===== config.mk =====
export PLATFORM = sky130hd
export DESIGN_NAME = stm_timer
export DESIGN_NICKNAME = d
export VERILOG_FILES = /design/src/design/stm_pkg.sv /design/src/design/stm_timer.sv
export SDC_FILE = /design/constraint.sdc
export NUM_CORES = 1
export LEC_CHECK = 0
export BUFFER_PORTS_ARGS = -buffer_cell sky130_fd_sc_hd__buf_2
export CORE_ASPECT_RATIO = 0.75
export CORE_MARGIN = 5
export CORE_UTILIZATION = 63
export CTS_CLUSTER_DIAMETER = 150
export DETAILED_ROUTE_END_ITERATION = 7
export PLACE_DENSITY = 0.87
export SKIP_LAST_GASP = 1
export SYNTH_ARGS = -nofsm -noshare
export SYNTH_HDL_FRONTEND = slang
export SYNTH_SLANG_ARGS = --single-unit

===== constraint.sdc =====
create_clock -name pclk -period 9.1 [get_ports pclk]
set_input_delay 0.455 -clock pclk [delete_from_list [all_inputs] [get_ports pclk]]
set_output_delay 0.455 -clock pclk [all_outputs]
set_load 0.05 [all_outputs]

===== src/design/stm_pkg.sv =====
// Constants shared by the standard timer block: register offsets,
// control field positions, reset values and the operating mode encoding.
// Assumes a 32-bit APB bus with byte addresses and word-aligned registers.

package stm_pkg;

    // ************************************************************
    // Register offsets (byte addresses)
    // ************************************************************
    localparam logic [7:0] STM_CTRL_OFS = 8'h00;
    localparam logic [7:0] STM_CMPA_OFS = 8'h04;
    localparam logic [7:0] STM_PERD_OFS = 8'h08;
    localparam logic [7:0] STM_CNT_OFS  = 8'h0c;
    localparam logic [7:0] STM_FLAG_OFS = 8'h10;

    // ************************************************************
    // Field positions
    // ************************************************************
    localparam int STM_CCLR_BIT   = 0;
    localparam int STM_DPX_BIT    = 1;
    localparam int STM_POL_BIT    = 2;
    localparam int STM_OC_BIT     = 3;
    localparam int STM_PIN_LSB    = 4;
    localparam int STM_MODE_LSB   = 6;
    localparam int STM_RUN_BIT    = 8;
    localparam int STM_TFALL_BIT  = 9;
    localparam int STM_FA_BIT     = 0;
    localparam int STM_FP_BIT     = 1;
    localparam int STM_PERD_SHIFT = 8;

    // ************************************************************
    // Reset values
    // ************************************************************
    localparam logic [9:0]  STM_CTRL_RST = 10'h000;
    localparam logic [15:0] STM_CMPA_RST = 16'h0000;
    localparam logic [7:0]  STM_PERD_RST = 8'h00;
    localparam logic [15:0] STM_CNT_RST  = 16'h0000;

    // Operating modes held in the mode select field.
    typedef enum logic [1:0] {
        STM_MODE_CMP = 2'b00,
        STM_MODE_CAP = 2'b01,
        STM_MODE_PWM = 2'b10,
        STM_MODE_TMR = 2'b11
    } stm_mode_t;

endpackage


===== src/design/stm_timer.sv =====
// Standard 16-bit timer: compare match, timer, PWM, single pulse and
// capture modes, with an APB register slave.
// Assumes synchronous pin inputs and a one-cycle timer tick enable.

`timescale 1ns/1ps

module stm_timer (
    // Clock, reset and clock enable
    input  wire logic        pclk,
    input  wire logic        presetn,
    input  wire logic        ce,
    // APB slave
    input  wire logic        psel,
    input  wire logic        penable,
    input  wire logic        pwrite,
    input  wire logic [7:0]  paddr,
    input  wire logic [31:0] pwdata,
    output logic [31:0]      prdata,
    output logic             pready,
    output logic             pslverr,
    // Timer pins
    input  wire logic        timer_tick,
    input  wire logic        external_trigger_pin,
    input  wire logic        capture_input_pin,
    output logic             timer_out,
    output logic             timer_out_en,
    // Flags
    output logic             match_a_flag,
    output logic             match_p_flag
);
    import stm_pkg::*;

    // ************************************************************
    // State
    // ************************************************************
    // All state sits in one packed word, so a single register holds it.
    typedef struct packed {
        logic [9:0]  ctrl;
        logic        run;
        logic        run_q;
        logic [15:0] cmpa;
        logic [7:0]  perd;
        logic [15:0] cnt;
        logic        fa;
        logic        fp;
        logic        lvl;
        logic        trig_q;
        logic        cap_q;
        logic        pin;
        logic        pin_en;
        logic [31:0] rdata;
    } stm_state_t;

    stm_state_t st_reg;
    stm_state_t st_next;

    // Decoded views of the state and this cycle's events.
    stm_mode_t   mode;
    logic [1:0]  pin_act;
    logic        oc;
    logic        pol;
    logic        dpx;
    logic        cclr;
    logic        start;
    logic        step;
    logic [16:0] cnt_inc;
    logic [16:0] p_len;
    logic [16:0] a_len;
    logic [16:0] duty;
    logic        a_end;
    logic        p_end;
    logic        pwm_on;
    logic        single;
    logic        acc;
    logic        wr;
    logic        addr_ok;

    // ************************************************************
    // Decoded control and match events
    // ************************************************************
    // Field views of the control word.
    assign mode    = stm_mode_t'(st_reg.ctrl[STM_MODE_LSB +: 2]);
    assign pin_act = st_reg.ctrl[STM_PIN_LSB +: 2];
    assign oc      = st_reg.ctrl[STM_OC_BIT];
    assign pol     = st_reg.ctrl[STM_POL_BIT];
    assign dpx     = st_reg.ctrl[STM_DPX_BIT];
    assign cclr    = st_reg.ctrl[STM_CCLR_BIT];
    assign single  = (mode == STM_MODE_PWM) && (pin_act == 2'b11);

    // A run rising edge restarts, so it takes the place of a count step.
    assign start   = st_reg.run & ~st_reg.run_q;
    assign step    = st_reg.run & ~start & timer_tick;
    // One bit wider, so the full 65536 count compares without wrapping.
    assign cnt_inc = {1'b0, st_reg.cnt} + 17'h00001;

    // P compares only the upper byte, so its length is a multiple of 256;
    // a zero value stands for the full 65536 count.
    assign p_len = (st_reg.perd == 8'h00) ? 17'h10000 :
                   (17'(st_reg.perd) << STM_PERD_SHIFT);
    assign a_len = {1'b0, st_reg.cmpa};

    // A match ends the cycle in which the counter would reach the value.
    assign a_end = step && (cnt_inc == a_len);
    assign p_end = step && (cnt_inc == p_len);

    // Duty and period pairing follows the swap bit.
    assign duty   = dpx ? p_len : a_len;
    // Comparing against duty alone gives full duty when duty >= period;
    // a duty of zero leaves the output inactive for the whole period.
    assign pwm_on = ({1'b0, st_reg.cnt} < duty);

    // ************************************************************
    // APB handshake
    // ************************************************************
    // Zero wait states; a low clock enable stretches the access phase.
    // The read-only counter offset accepts writes and ignores them.
    assign acc     = psel & penable;
    assign wr      = acc & pwrite & ce;
    assign addr_ok = (paddr == STM_CTRL_OFS) || (paddr == STM_CMPA_OFS) ||
                     (paddr == STM_PERD_OFS) || (paddr == STM_CNT_OFS) ||
                     (paddr == STM_FLAG_OFS);
    assign pready  = acc & ce;
    assign pslverr = acc & ce & ~addr_ok;

    // ************************************************************
    // Next state
    // ************************************************************
    always_comb begin
        logic clr;
        logic set_a;
        logic set_p;
        logic trig;
        logic cap_edge;
        logic run_clr;
        clr      = 1'b0;
        set_a    = 1'b0;
        set_p    = 1'b0;
        trig     = 1'b0;
        cap_edge = 1'b0;
        run_clr  = 1'b0;
        st_next  = st_reg;

        st_next.run_q  = st_reg.run;
        st_next.trig_q = external_trigger_pin;
        st_next.cap_q  = capture_input_pin;

        // Per-mode clear sources and flag events.
        unique case (mode)
            STM_MODE_CMP, STM_MODE_TMR: begin
                if (cclr) begin
                    clr   = a_end;
                    set_a = a_end;
                end else begin
                    // Zero P wraps at 65536, which is the overflow.
                    clr   = p_end;
                    set_a = a_end;
                    set_p = p_end;
                end
            end
            STM_MODE_PWM: begin
                if (single) begin
                    // Counter is never cleared by a match here.
                    run_clr = a_end;
                    set_a   = a_end;
                    // The pin idles low and its sample resets low: no false edge.
                    trig    = st_reg.ctrl[STM_TFALL_BIT] ?
                              (st_reg.trig_q & ~external_trigger_pin) :
                              (~st_reg.trig_q & external_trigger_pin);
                end else begin
                    // Clear select is ignored; P clears, or A when the swap bit is set.
                    clr   = dpx ? a_end : p_end;
                    set_a = a_end;
                    set_p = p_end;
                end
            end
            STM_MODE_CAP: begin
                clr   = p_end;
                set_p = p_end;
                // Pin action 11 selects no edge at all.
                unique case (pin_act)
                    2'b00: cap_edge = ~st_reg.cap_q & capture_input_pin;
                    2'b01: cap_edge = st_reg.cap_q & ~capture_input_pin;
                    2'b10: cap_edge = st_reg.cap_q ^ capture_input_pin;
                    2'b11: cap_edge = 1'b0;
                endcase
                cap_edge = cap_edge & st_reg.run;
                set_a    = cap_edge;
            end
        endcase

        // Counter: restart on run rise, step or clear on a tick.
        // A clear lands on zero at the tick itself, so the period is exact.
        if (start) begin
            st_next.cnt = STM_CNT_RST;
        end else if (step) begin
            st_next.cnt = clr ? STM_CNT_RST : cnt_inc[15:0];
        end

        // Compare output level; a run rise restores the initial level.
        // The level is kept unpolarised; invert is applied at the pin only.
        if (start) begin
            st_next.lvl = oc;
        end else if (a_end) begin
            unique case (pin_act)
                2'b00: st_next.lvl = st_reg.lvl;
                2'b01: st_next.lvl = 1'b0;
                2'b10: st_next.lvl = 1'b1;
                2'b11: st_next.lvl = ~st_reg.lvl;
            endcase
        end

        // Control writes and the counter run bit.
        // Run lives apart from the control word so the trigger can set it.
        if (wr && paddr == STM_CTRL_OFS) begin
            st_next.ctrl = pwdata[9:0];
            st_next.ctrl[STM_RUN_BIT] = 1'b0;
            st_next.run  = pwdata[STM_RUN_BIT];
        end
        if (run_clr) begin
            st_next.run = 1'b0;
        end
        // A trigger edge sets run and wins over any clear.
        if (trig) begin
            st_next.run = 1'b1;
        end

        // Compare registers; a capture wins over a software write.
        // Compare A doubles as the capture register in capture mode.
        if (wr && paddr == STM_CMPA_OFS) begin
            st_next.cmpa = pwdata[15:0];
        end
        if (cap_edge) begin
            st_next.cmpa = st_reg.cnt;
        end
        if (wr && paddr == STM_PERD_OFS) begin
            st_next.perd = pwdata[7:0];
        end

        // Sticky flags, write one to clear; a new event wins.
        // No interrupt line leaves the block; software polls these flags.
        if (wr && paddr == STM_FLAG_OFS) begin
            st_next.fa = st_reg.fa & ~pwdata[STM_FA_BIT];
            st_next.fp = st_reg.fp & ~pwdata[STM_FP_BIT];
        end
        if (set_a) begin
            st_next.fa = 1'b1;
        end
        if (set_p) begin
            st_next.fp = 1'b1;
        end

        // Output pin, registered one cycle behind the state it shows.
        // Only modes 00 and 10 drive the pin; the others release it.
        unique case (mode)
            STM_MODE_CMP: begin
                st_next.pin    = st_reg.lvl ^ pol;
                st_next.pin_en = 1'b1;
            end
            STM_MODE_PWM: begin
                st_next.pin_en = 1'b1;
                if (single) begin
                    st_next.pin = (st_reg.run ? oc : ~oc) ^ pol;
                end else if (pin_act == 2'b10) begin
                    st_next.pin = (pwm_on ? oc : ~oc) ^ pol;
                end else begin
                    // Forced level; the generator keeps running beneath.
                    st_next.pin = pin_act[0];
                end
            end
            STM_MODE_CAP, STM_MODE_TMR: begin
                st_next.pin    = 1'b0;
                st_next.pin_en = 1'b0;
            end
        endcase

        // Read data is sampled in the setup phase.
        // Unmapped offsets read zero; pslverr reports them in the access phase.
        if (psel && !penable) begin
            unique case (paddr)
                STM_CTRL_OFS: begin
                    st_next.rdata = 32'(st_reg.ctrl) |
                                    (32'(st_reg.run) << STM_RUN_BIT);
                end
                STM_CMPA_OFS: st_next.rdata = 32'(st_reg.cmpa);
                STM_PERD_OFS: st_next.rdata = 32'(st_reg.perd);
                STM_CNT_OFS:  st_next.rdata = 32'(st_reg.cnt);
                STM_FLAG_OFS: begin
                    st_next.rdata = (32'(st_reg.fa) << STM_FA_BIT) |
                                    (32'(st_reg.fp) << STM_FP_BIT);
                end
                default:      st_next.rdata = 32'h00000000;
            endcase
        end
    end

    // ************************************************************
    // State register
    // ************************************************************
    // The clock enable freezes every field, the bus answer included.
    // Reset is asynchronous so the pin is quiet before the first clock.
    always_ff @(posedge pclk or negedge presetn) begin
        if (!presetn) begin
            st_reg        <= '0;
            st_reg.ctrl   <= STM_CTRL_RST;
            st_reg.cmpa   <= STM_CMPA_RST;
            st_reg.perd   <= STM_PERD_RST;
            st_reg.cnt    <= STM_CNT_RST;
        end else if (ce) begin
            st_reg <= st_next;
        end
    end

    // ************************************************************
    // Outputs
    // ************************************************************
    // Pin, flag and read data outputs come straight from the state register, free of glitches; pready and pslverr are combinational.
    assign prdata       = st_reg.rdata;
    assign timer_out    = st_reg.pin;
    assign timer_out_en = st_reg.pin_en;
    assign match_a_flag = st_reg.fa;
    assign match_p_flag = st_reg.fp;

endmodule


Yosys cells after proc, flatten, opt, wreduce, memory -nomap -nowiden
Cells that the tools add are included.

Memories: 0. Bits of input ports: 49. Bits in latches: 0. Output and inout bits: 38. Register bits: 90. Memory bits (writable): 0. Bits in read-only memories: 0.

Multiplexer cells: 38. Equality and inequality tests: 13. $add $sub $neg: 1. Div/mod/pow operators: 0. Magnitude comparators: 1. Bitwise gates (word level): 32. Multipliers: 0. Reductions and logical operators: 35. Shifts and indexed selects: 0.

Operator list (count): 16-bit 2-to-1 mux (5); 16-bit case mux with 5 select lines (1); 17-bit 2-to-1 mux (2); 1-bit 2-to-1 mux (23); 16-bit by 1-bit adder with 17-bit output (second input constant) (1); 17-bit by 16-bit == test with 1-bit output (1); 17-bit == test (1); 16-bit by 17-bit < comparator with 1-bit output (1); 8-bit by 4-bit == test with 1-bit output (second input constant) (2); 8-bit logical NOT (2); 2-bit AND reduction (8); 1-bit bitwise AND (15); 1-bit inverter (11); 10-bit by 9-bit bitwise OR with 10-bit output (1); 2-bit nonzero test (5); 1-bit case mux with 3 select lines (3); 2-bit == test (second input constant) (4); 8-bit by 3-bit == test with 1-bit output (second input constant) (1); 8-bit by 5-bit == test with 1-bit output (second input constant) (1); 1-bit logical AND (8); 2-bit case mux with 3 select lines (1); 2-bit by 1-bit == test with 1-bit output (second input constant) (2); 2-bit logical NOT (2); 1-bit logical OR (4); other kinds (11) (15).

Longest topological paths before layout
Gate-level depths: netlist of the first run.

Word-level depth: 12. Gate-level depth with buffers: 12.

Worst setup path before layout of the first run
No wires, ideal clock.

Path kind: register to register. Start: reg st_reg[40] (netlist bit). End: reg st_reg[53] (netlist bit). Required time: 8.974 ns. Path slack: 5.908 ns. Arrival: 3.066 ns. Period minus slack after synthesis: 3.192 ns. Cell stages (with the launch flop): 13. Cell sequence: dfrtp_1 ha_1 and4_1 buf_2 and4_1 and3_1 a2111oi_2 o2111ai_1 or3_4 o221ai_4 buf_6 a211oi_2 a221o_1.

Longest elaborated chain between the ends: 9. Elaborated cells on any way between the ends: 12. Classes of those cells: 1 x add/sub; 2 x eq/ne; 7 x mux; 2 x reduce/logical.

RTL lines: start, declared (RTL line stm_timer.sv:54) `stm_state_t st_reg;`; start signal, assigned (RTL line stm_timer.sv:309) `st_reg <= st_next;`; 16-bit by 1-bit adder with 17-bit output * (RTL line stm_timer.sv:94) `assign cnt_inc = {1'b0, st_reg.cnt} + 17'h00001;`; 17-bit == test / 17-bit by 16-bit == test with 1-bit output (equally long branches) (RTL line stm_timer.sv:104, stm_timer.sv:103); 1-bit logical AND, on equally long branches (RTL line stm_timer.sv:104, stm_timer.sv:103); 1-bit 2-to-1 mux (RTL line stm_timer.sv:171) `clr = dpx ? a_end : p_end;`; 1-bit 2-to-1 mux (RTL line stm_timer.sv:161) `if (single) begin`; 1-bit case mux with 3 select lines (RTL line stm_timer.sv:148) `unique case (mode)`; 16-bit 2-to-1 mux * (RTL line stm_timer.sv:196) `st_next.cnt = clr ? STM_CNT_RST : cnt_inc[15:0];`; 16-bit 2-to-1 mux * (RTL line stm_timer.sv:195) `end else if (step) begin`; 16-bit 2-to-1 mux * (RTL line stm_timer.sv:193) `if (start) begin`.

Every way passes the cells marked *; elsewhere a longest branch is shown, timed or not. The select of a mux whose other input is x is not followed. A chain may end at the register's enable or synchronous reset.

Worst setup path after layout of the first run
Start: reg st_reg[48] (netlist bit). End: reg st_reg[53] (netlist bit).

The elaborated chain is that of the path after synthesis.

==> results of run 1 <==
## routing by layer
layer | vias up | wire (um) | part of all wire (%)
met5 | - | 0 | 0
met4 | 0 | 452 | 2.9
met3 | 49 | 1494 | 9.6
met2 | 270 | 7229 | 46
met1 | 2424 | 6443 | 41
li1 | 2240 | - | -
## critical path: cells and delay by family, from the launching register on
kind	cells	cell delay, ps
flip-flops	1	710
AO/OA/AOI/OAI	3	1750
XOR/XNOR	1	250
AND/OR/NAND/NOR	5	1610
## logic make-up (layout without fill, tap and decap cells)
kind of cell,Yosys count,in the layout
buffers and inverters,94,96
XOR/XNOR,28,28
AND/OR/NAND/NOR,205,205
adder cells (fa/ha/maj),22,22
flip-flops,74,74
AO/OA/AOI/OAI,141,141
other,1,16
multiplexers,56,56
## report_power, final
| group | switching [uW] | internal [uW] |
|---|---|---|
| combinational | 54.5 | 24.3 |
| sequential | 9.49 | 335 |
| clock | 149 | 269 |
## synthesized netlist by cell type (4+ instances only)
cell type / number
dfrtp_1: 74
o31ai_1: 5
mux2i_1: 25
a21oi_1: 39
a211oi_1: 9
o21ai_0: 21
xnor2_1: 16
nor3b_1: 4
a21o_1: 12
nand2b_1: 7
nor3_1: 10
nor2_1: 45
xor2_1: 11
buf_2: 9
and4_1: 6
nand2_1: 65
mux2_2: 25
mux4_2: 6
a221o_1: 8
a22oi_1: 7
clkbuf_1: 24
buf_4: 33
nand4_1: 8
nand3_1: 28
inv_1: 21
a22o_1: 5
o2111ai_1: 4
nor2b_1: 4
ha_1: 22
and3_1: 5
a31oi_1: 4
## through the flow
| stage | area, um2 | hold WS [ps] | total power, uW | utilization (%) |
|---|---|---|---|---|
| after floorplan | 5662 | 159.4 | 405.3 | - |
| after global placement | 5679 | 456.1 | 424.3 | 66.32 |
| after detailed placement | 5679 | 459.7 | 427.3 | 66.32 |
| after CTS | 6022 | 295.9 | 843.1 | 70.32 |
| final | 6022 | 249.7 | 841.5 | 70.32 |
| after global routing | 6022 | 341.0 | 867.4 | 70.32 |
## final cells by class
type | count | area, um2 | area share, %
clock buffer | 10 | 229.0 | 3.802
clock inverter | 6 | 113.9 | 1.891
inverter | 22 | 82.58 | 1.371
multi-input combinational | 468 | 3307 | 54.91
sequential | 74 | 1852 | 30.75
tap | 108 | 135.1 | 2.244
timing repair buffer | 58 | 302.8 | 5.028
## final timing paths
path	from	to	slack [ps]	cells after the start
setup / recovery	st_reg[48]	st_reg[53]	4650	9
hold / removal	presetn	st_reg[51]	250	1
setup reg to reg	st_reg[48]	st_reg[53]	4650	9
hold reg to reg	prdata[6]	prdata[6]	470	2
max in group asynchronous	presetn	a_len[12]	8230	1
min in group pclk	capture_input_pin	st_reg[34]	360	3
==> results.cfg, run 1 <==
[synthesis]
yosys.area.top_type = dfrtp_1
synthTopCellsByArea = dfrtp_1 (33%), mux2_2 (5.0%), ha_1 (4.9%)
synth_fa_ha_area_share_pct = 4.911
synth-seq-cells = 74
synth_edf_count = 0
synth_warnings = 0
synth_top_family_by_area = simple AND/OR/NAND/NOR gates
muxShareOfSynthArea_pct = 11.90
synth_top_cell_area_share_pct = 33.04
synthArstFlopShare_pct = 100.0
synthCells = 621
synth-compound-area-share_pct = 17.77
syn_area_mm2 = 0.005605
netlist-cell-type-count = 71
yosysSeqAreaShare_pct = 33.04
syn_avg_cell_area_um2 = 9.026
synth-simple-area-share_pct = 18.66
synth-xor-area-share_pct = 4.621
yosys_most_used_dff = dfrtp_1

[placed_design]
io_buffers = 54
place_inst = 730
place_ws_ps = 4755
hpwl_mm = 11.11
gp_congestion = 0.9757

[sta]
report.final.hold_viol_count = 0
drv_slew = 0
relSlewSlack_pct = 36.25
fin_setup_tns_ps = 0
skew_ps = 8.682
max_freq_ghz = 0.2246
tightestPinTransition_ps = 956.2
fin_crit_sh_pct = 48.92
setup_ws_ps = 4648
setup_viol = 0
min_period_ps = 4452
rsz0062_at_grt = no

[clocking]
cts_hold_buf = 0
root_buffer = clkbuf_16
tritoncts = yes
path_clk_slew_ps = 60
h-tree-depth = 3
ctsLongestPathBuffers = 2
cts_resized = 0
worstSkewPairLatency_ps = 350
postCtsSetupBuffers = 0
numClockSinks = 74
cts_buffers = 9

[finish]
final_cell_mix = dfrtp_1 (74), nand2_1 (65), buf_2 (53), nor2_1 (45), a21oi_1 (38)
final_cells = 746
n_fill_cell = 656
layout_commonest_cell = dfrtp_1
nets = 704
layout-drive-gt1-share_pct = 18.81
area_growth_pct = 7.433
antennaDiodeCount = 0
largest_reg_flops = 29

[worst_setup_path]
path_class = reg -> reg
crit_slowest_cell = o211ai_2
crit_chain = nand4_2 -> nor4_1 -> xnor3_1 -> nand2_1 -> nand4b_1 -> a2111o_1 -> o211ai_2 -> nand2_4 -> a221o_1
cp_max_fo = 17
cp.arrival_ps = 4690
cp.required_ps = 9340
start_kind = flop
cpPeakStageDelay_ps = 810
end_kind = flop

[power_and_ir_drop]
peakVddDrop_v = 0.00009852
power_density_mw_per_mm2 = 139.7
leakagePower_uw = 0.002823

[floorplanning]
row_count = 29
start_util_pct = 65.46
die_area_mm2 = 0.01090
die_x_um = 118.9
coreArea_mm2 = 0.008563
die_h_um = 91.69
ioPinCount = 87

[outcome]
status = completed

[run]
maxCapViolations = 0

[global_routing]
grt.busiest_layer = met2
globalRouteOverflowTotal = 0
grtUsageMet1_pct = 38.97
antenna_found_initial = 0
grt_util_all_layers_pct = 28.85
grt_start_max_net_pins = 75
use_met2_pct = 46.15
use_met3_pct = 5.720
grt_pass1_vias = 4881
grt_pass1_wl_mm = 25.12

[drt]
wl_per_cell_um = 20.94
ant_nets = 0
via_per_inst = 6.680
routed_wl_mm = 15.62
vias = 4983
drc = 0
firstDrtPassIters = 7
drtIter0Drc = 523

[worst_hold_path]
hold_path_class = in -> async
Note: power is estimated with default switching activity, not from simulation.
==> inputs of run 2 (changes only) <==
--- a/config.mk
+++ b/config.mk
@@ -5,13 +5,14 @@
 export SDC_FILE = /design/constraint.sdc
 export NUM_CORES = 1
 export LEC_CHECK = 0
+export ABC_AREA = 1
 export BUFFER_PORTS_ARGS = -buffer_cell sky130_fd_sc_hd__buf_2
 export CORE_ASPECT_RATIO = 0.75
 export CORE_MARGIN = 5
-export CORE_UTILIZATION = 63
+export CORE_UTILIZATION = 58
 export CTS_CLUSTER_DIAMETER = 150
 export DETAILED_ROUTE_END_ITERATION = 7
-export PLACE_DENSITY = 0.87
+export PLACE_DENSITY = 0.81
 export SKIP_LAST_GASP = 1
 export SYNTH_ARGS = -nofsm -noshare
 export SYNTH_HDL_FRONTEND = slang
==> constraint.sdc (replaced) <==
create_clock -name pclk -period 4.1 [get_ports pclk]
set_input_delay 0.205 -clock pclk [delete_from_list [all_inputs] [get_ports pclk]]
set_output_delay 0.205 -clock pclk [all_outputs]
set_load 0.05 [all_outputs]
==> results.cfg, run 2 <==
[finish]
final_cell_mix = nand2_1 (245), inv_1 (98), dfrtp_1 (74), o21ai_0 (66), nor2_1 (66)
n_fill_cell = 908
layout_commonest_cell = nand2_1
area_growth_pct = 8.281
largest_reg_flops = 29
antennaDiodeCount = 0
nets = 937
layout-drive-gt1-share_pct = 14.48

[clocking]
numClockSinks = 74
ctsLongestPathBuffers = 2
root_buffer = clkbuf_16
cts_hold_buf = 0
cts_buffers = 9
worstSkewPairLatency_ps = 340
path_clk_slew_ps = 60
h-tree-depth = 3
tritoncts = yes
cts_resized = 0
postCtsSetupBuffers = 0

[power_and_ir_drop]
power_density_mw_per_mm2 = 289.3
leakagePower_uw = 0.003200
peakVddDrop_v = 0.0002688

[floorplanning]
die_x_um = 124.7
die_h_um = 96.06
coreArea_mm2 = 0.009658
row_count = 31
start_util_pct = 59.30
ioPinCount = 87
die_area_mm2 = 0.01198

[global_routing]
grt_util_all_layers_pct = 29.11
grt_pass1_vias = 5129
globalRouteOverflowTotal = 0
antenna_found_initial = 0
grt_pass1_wl_mm = 27.09
grt_start_max_net_pins = 75

[synthesis]
synth_edf_count = 0
syn_avg_cell_area_um2 = 6.842
synth_top_cell_area_share_pct = 32.34
yosys_most_used_dff = dfrtp_1
syn_area_mm2 = 0.005727
synth.most_common_cell = nand2_1
synth_warnings = 0
yosysSeqAreaShare_pct = 32.34
synth-seq-cells = 74
netlist-cell-type-count = 44
synthArstFlopShare_pct = 100.0
synthTopCellsByCount = nand2_1 (245), inv_1 (98), dfrtp_1 (74), nor2_1 (66), o21ai_0 (66)
synthTopCellsByArea = dfrtp_1 (32%), nand2_1 (16%), inv_1 (6.4%)
synthCells = 837
yosys.area.top_type = dfrtp_1

[drt]
via_per_inst = 5.829
vias = 5841
wl_per_cell_um = 17.44
drc = 0
drtIter0Drc = 822
ant_nets = 0
routed_wl_mm = 17.48
firstDrtPassIters = 6

[placed_design]
gp_congestion = 1.011
hpwl_mm = 12.75
place_ws_ps = 1378
io_buffers = 54

[worst_setup_path]
cp.arrival_ps = 3160
path_class = reg -> reg
reg2reg_to = st_reg[43]
cp.required_ps = 4330
worstReg2RegStart = st_reg[40]
cp_max_fo = 16
start_kind = flop
end_kind = flop
ff2ff_setup_slack_ps = 1170
reg2regPathDepth = 14

[worst_hold_path]
hold_path_class = in -> async

[outcome]
status = completed

[sta]
tightestPinTransition_ps = 981.4
relSlewSlack_pct = 34.58
fin_setup_tns_ps = 0
drv_slew = 0
setup_ws_ps = 1168
min_period_ps = 2932
report.final.hold_viol_count = 0
fin_crit_sh_pct = 71.50
setup_viol = 0
rsz0062_at_grt = no
skew_ps = 4.473
max_freq_ghz = 0.3411

[run]
maxCapViolations = 0
run 2: worst max-delay path by stage:
stage | slack [ps] | end | start
floorplan | 1500 | pslverr | ce
global placement | 1390 | st_reg[41] | st_reg[40]
detailed placement | 1380 | st_reg[41] | st_reg[40]
CTS | 1360 | st_reg[41] | st_reg[40]
global route | 1080 | st_reg[41] | st_reg[40]
finish | 1170 | st_reg[43] | st_reg[40]
run 2: area by class of cell:
type / count / area, um2 / area share (%)
tap: 132 / 165.2 / 2.663
sequential: 74 / 1852 / 29.86
clock buffer: 10 / 229.0 / 3.692
clock inverter: 5 / 103.9 / 1.675
multi-input combinational: 620 / 3161 / 50.97
inverter: 104 / 395.4 / 6.376
timing repair buffer: 57 / 295.3 / 4.762
run 2: report_power, final:
| group | switching, uW | internal [uW] |
|---|---|---|
| logic | 110 | 30.6 |
| registers | 6.29 | 739 |
| clock network | 316 | 591 |
| total | 433 | 1360 |
run 2: cells by family after synthesis:
logic type                 share of synthesized area, %
other                                           0.06548
buffers and inverters                             13.46
adders and majority gates                         4.807
and+or+nand+nor                                   35.59
AOI/OAI and AO/OA                                 13.44
xor gates and xnor gates                         0.3059
DFF                                               32.34
run 2: stage by stage:
| stage | instances | instance area, um2 | hold slack (ps) | total power, uW | utilization (%) |
|---|---|---|---|---|---|
| floorplan | 852 | 5783 | -90.59 | 860.7 | - |
| global placement | 987 | 5868 | 421.2 | 896.1 | 60.76 |
| detailed placement | 987 | 5868 | 416.3 | 897.4 | 60.76 |
| CTS | 1002 | 6201 | 61.43 | 1797 | 64.21 |
| global route | 1002 | 6201 | 90.07 | 1847 | 64.21 |
| finish | 1002 | 6201 | 3.458 | 1794 | 64.21 |
run 2: worst max-delay path, stage by stage (launching register included):
cell     delay, ps
dfrtp_1        590
ha_1           390
nand3_1        180
nor2_1         250
nand3_1        110
nand2_1         90
nand2_1        150
nand2_1         90
nand2_1         80
nor2_1         230
nand4_1        150
nand2_2        100
nand2_4        180
nand3_1        140
nand2_1         60
run 2: routing by layer:
metal	global-route usage (%)	part of all wire (%)	vias to the layer above
li1	-	-	2753
met3	7.654	12	56
met1	41.18	43	2658
met2	43.21	42	374
met4	10.49	3.0	0
met5	0	0	-
==> inputs of run 3 (changes only) <==
==> constraint.sdc (replaced) <==
create_clock -name pclk -period 2.76 [get_ports pclk]
set_input_delay 0.138 -clock pclk [delete_from_list [all_inputs] [get_ports pclk]]
set_output_delay 0.138 -clock pclk [all_outputs]
set_load 0.05 [all_outputs]
==> results.cfg, run 3 (synthesis results as in run 2) <==
[outcome]
status = completed

[worst_setup_path]
cp.required_ps = 2980
start_kind = flop
crit_slowest_cell = dfrtp_1
cp.arrival_ps = 2740
cp_max_fo = 16
end_kind = flop
cpPeakStageDelay_ps = 370
path_buf_inv = 0
crit_chain = ha_1 -> nand3_1 -> nor2_1 -> nand3_1 -> nand2_1 -> nand2_1 -> nand2_1 -> nand2_1 -> nor2_1 -> nand4_1 -> nand2_2 -> nand2_4 -> nand3_1 -> nand2_1
cp_common_cell = nand2_1
path_delay_family = simple AND/OR/NAND/NOR gates
path_class = reg -> reg

[power_and_ir_drop]
p_sw_share_pct = 24.81
switching_power_uw = 635.6
peakVddDrop_v = 0.0003665
leakagePower_uw = 0.003259
seq_power_share_pct = 43.2
power_density_mw_per_mm2 = 407.3
power_frac_clock_pct = 48.5
total_power_uw = 2562
internal-power_uw = 1926
pwr-share-comb_pct = 8.3

[clocking]
cts_buffers = 9
h-tree-depth = 3
worstSkewPairLatency_ps = 340
path_clk_slew_ps = 60
root_buffer = clkbuf_16
ctsLongestPathBuffers = 2
numClockSinks = 74
postCtsSetupBuffers = 0
tritoncts = yes

[placed_design]
dpl_cell_area_mm2 = 0.005973
gp_congestion = 0.9992
io_buffers = 54
hpwl_mm = 13.31

[global_routing]
grt_start_max_net_pins = 75
grt_pass1_wl_mm = 27.86
grt_util_all_layers_pct = 29.77
globalRouteOverflowTotal = 0
antenna_found_initial = 0
grt_pass1_vias = 5269

[floorplanning]
start_util_pct = 59.30
die_h_um = 96.06
die_area_mm2 = 0.01198
row_count = 31
die_x_um = 124.7
coreArea_mm2 = 0.009658
ioPinCount = 87

[sta]
report.final.hold_viol_count = 0
drv_slew = 0
tightestPinTransition_ps = 947.9
rsz0062_at_grt = no
fin_setup_tns_ps = 0
setup_viol = 0
max_freq_ghz = 0.3973
min_period_ps = 2517
skew_ps = 6.288
fin_crit_sh_pct = 91.19
relSlewSlack_pct = 36.81

[finish]
antennaDiodeCount = 0
largest_reg_flops = 29
layout_commonest_cell = nand2_1
area_growth_pct = 9.854
nets = 952
n_fill_cell = 905
final_cell_area_mm2 = 0.006291
layout-drive-gt1-share_pct = 15.95
final_cell_mix = nand2_1 (245), inv_1 (98), dfrtp_1 (73), o21ai_0 (66), nor2_1 (66)

[drt]
via_per_inst = 5.653
drc = 0
vias = 5743
ant_nets = 0
routed_wl_mm = 17.64
firstDrtPassIters = 5
wl_per_cell_um = 17.36
drtIter0Drc = 785

[run]
maxCapViolations = 0

[worst_hold_path]
hold_path_class = in -> reg
==> run 3: changes by cell type in the layout (fill, tap and decap cells not counted) <==
cell and delta:
clkbuf_1 -1, bufinv_16 -1, dfrtp_1 -1, buf_4 +14, dlygate4sd3_1 +1, dfrtp_2 +1
clkinvlp_4 +1
==> run 3: final cells by class <==
class                      instances  area [um2]  share of cell area (%)
multi-input combinational        620        3161                   50.24
sequential                        74        1853                   29.46
timing repair buffer              72       410.4                   6.523
inverter                         104       395.4                   6.285
clock buffer                       9       225.2                   3.580
tap                              132       165.2                   2.625
clock inverter                     5       81.33                   1.293
==> run 3: stage by stage <==
stage / std cells / hold slack, ps / utilization [%] / setup WS, ps
4_1_cts: 1016 / 48.05 / 65.13 / 336.8
5_1_grt: 1016 / 68.99 / 65.14 / 32.97
6_report: 1016 / 48.50 / 65.14 / 243.2
3_5_place_dp: 1001 / 323.0 / 61.85 / 357.9
3_3_place_gp: 1001 / 342.0 / 61.85 / 393.5
2_1_floorplan: 852 / -157.6 / - / 289.1
==> run 3: final timing paths <==
kind,from,end,slack [ps],depth (start not counted)
max,st_reg[40],st_reg[41],240,14
max reg2reg,st_reg[40],st_reg[41],240,14
min,external_trigger_pin,st_reg[35],50,3
max in group asynchronous,presetn,st_reg[41],1590,2
min reg2reg,prdata[13],prdata[13],470,2
min in group asynchronous,presetn,a_len[14],500,2
==> run 3: worst min-delay path, cell delays in order <==
cell and delay [ps]:
buf_2 90, nand2_1 40, o21ai_0 60
==> run 3: layer usage <==
metal / wire length (um) / global-route usage (%) / up-vias / share of wire, %
met2: 7378 / 44.15 / 303 / 42
li1: - / - / 2775 / -
met5: 0 / 0 / - / 0
met4: 425 / 8.485 / 0 / 2.4
met3: 1915 / 7.099 / 44 / 11
met1: 7919 / 43.43 / 2621 / 45
==> run 3: power groups by stage <==
stage / clock network, uW / registers [uW] / logic (uW)
after floorplan: 0 / 1130 / 148
after global placement: 0 / 1120 / 208
after detailed placement: 0 / 1130 / 210
after CTS: 1240 / 1110 / 212
after global routing: 1300 / 1110 / 234
final: 1240 / 1110 / 212
==> run 3: what timing repair did <==
action	in CTS	in global routing
setup endpoints to repair	0	3
resized for setup	0	1
hold buffers	1	0
endpoints found under the hold margin	34	0
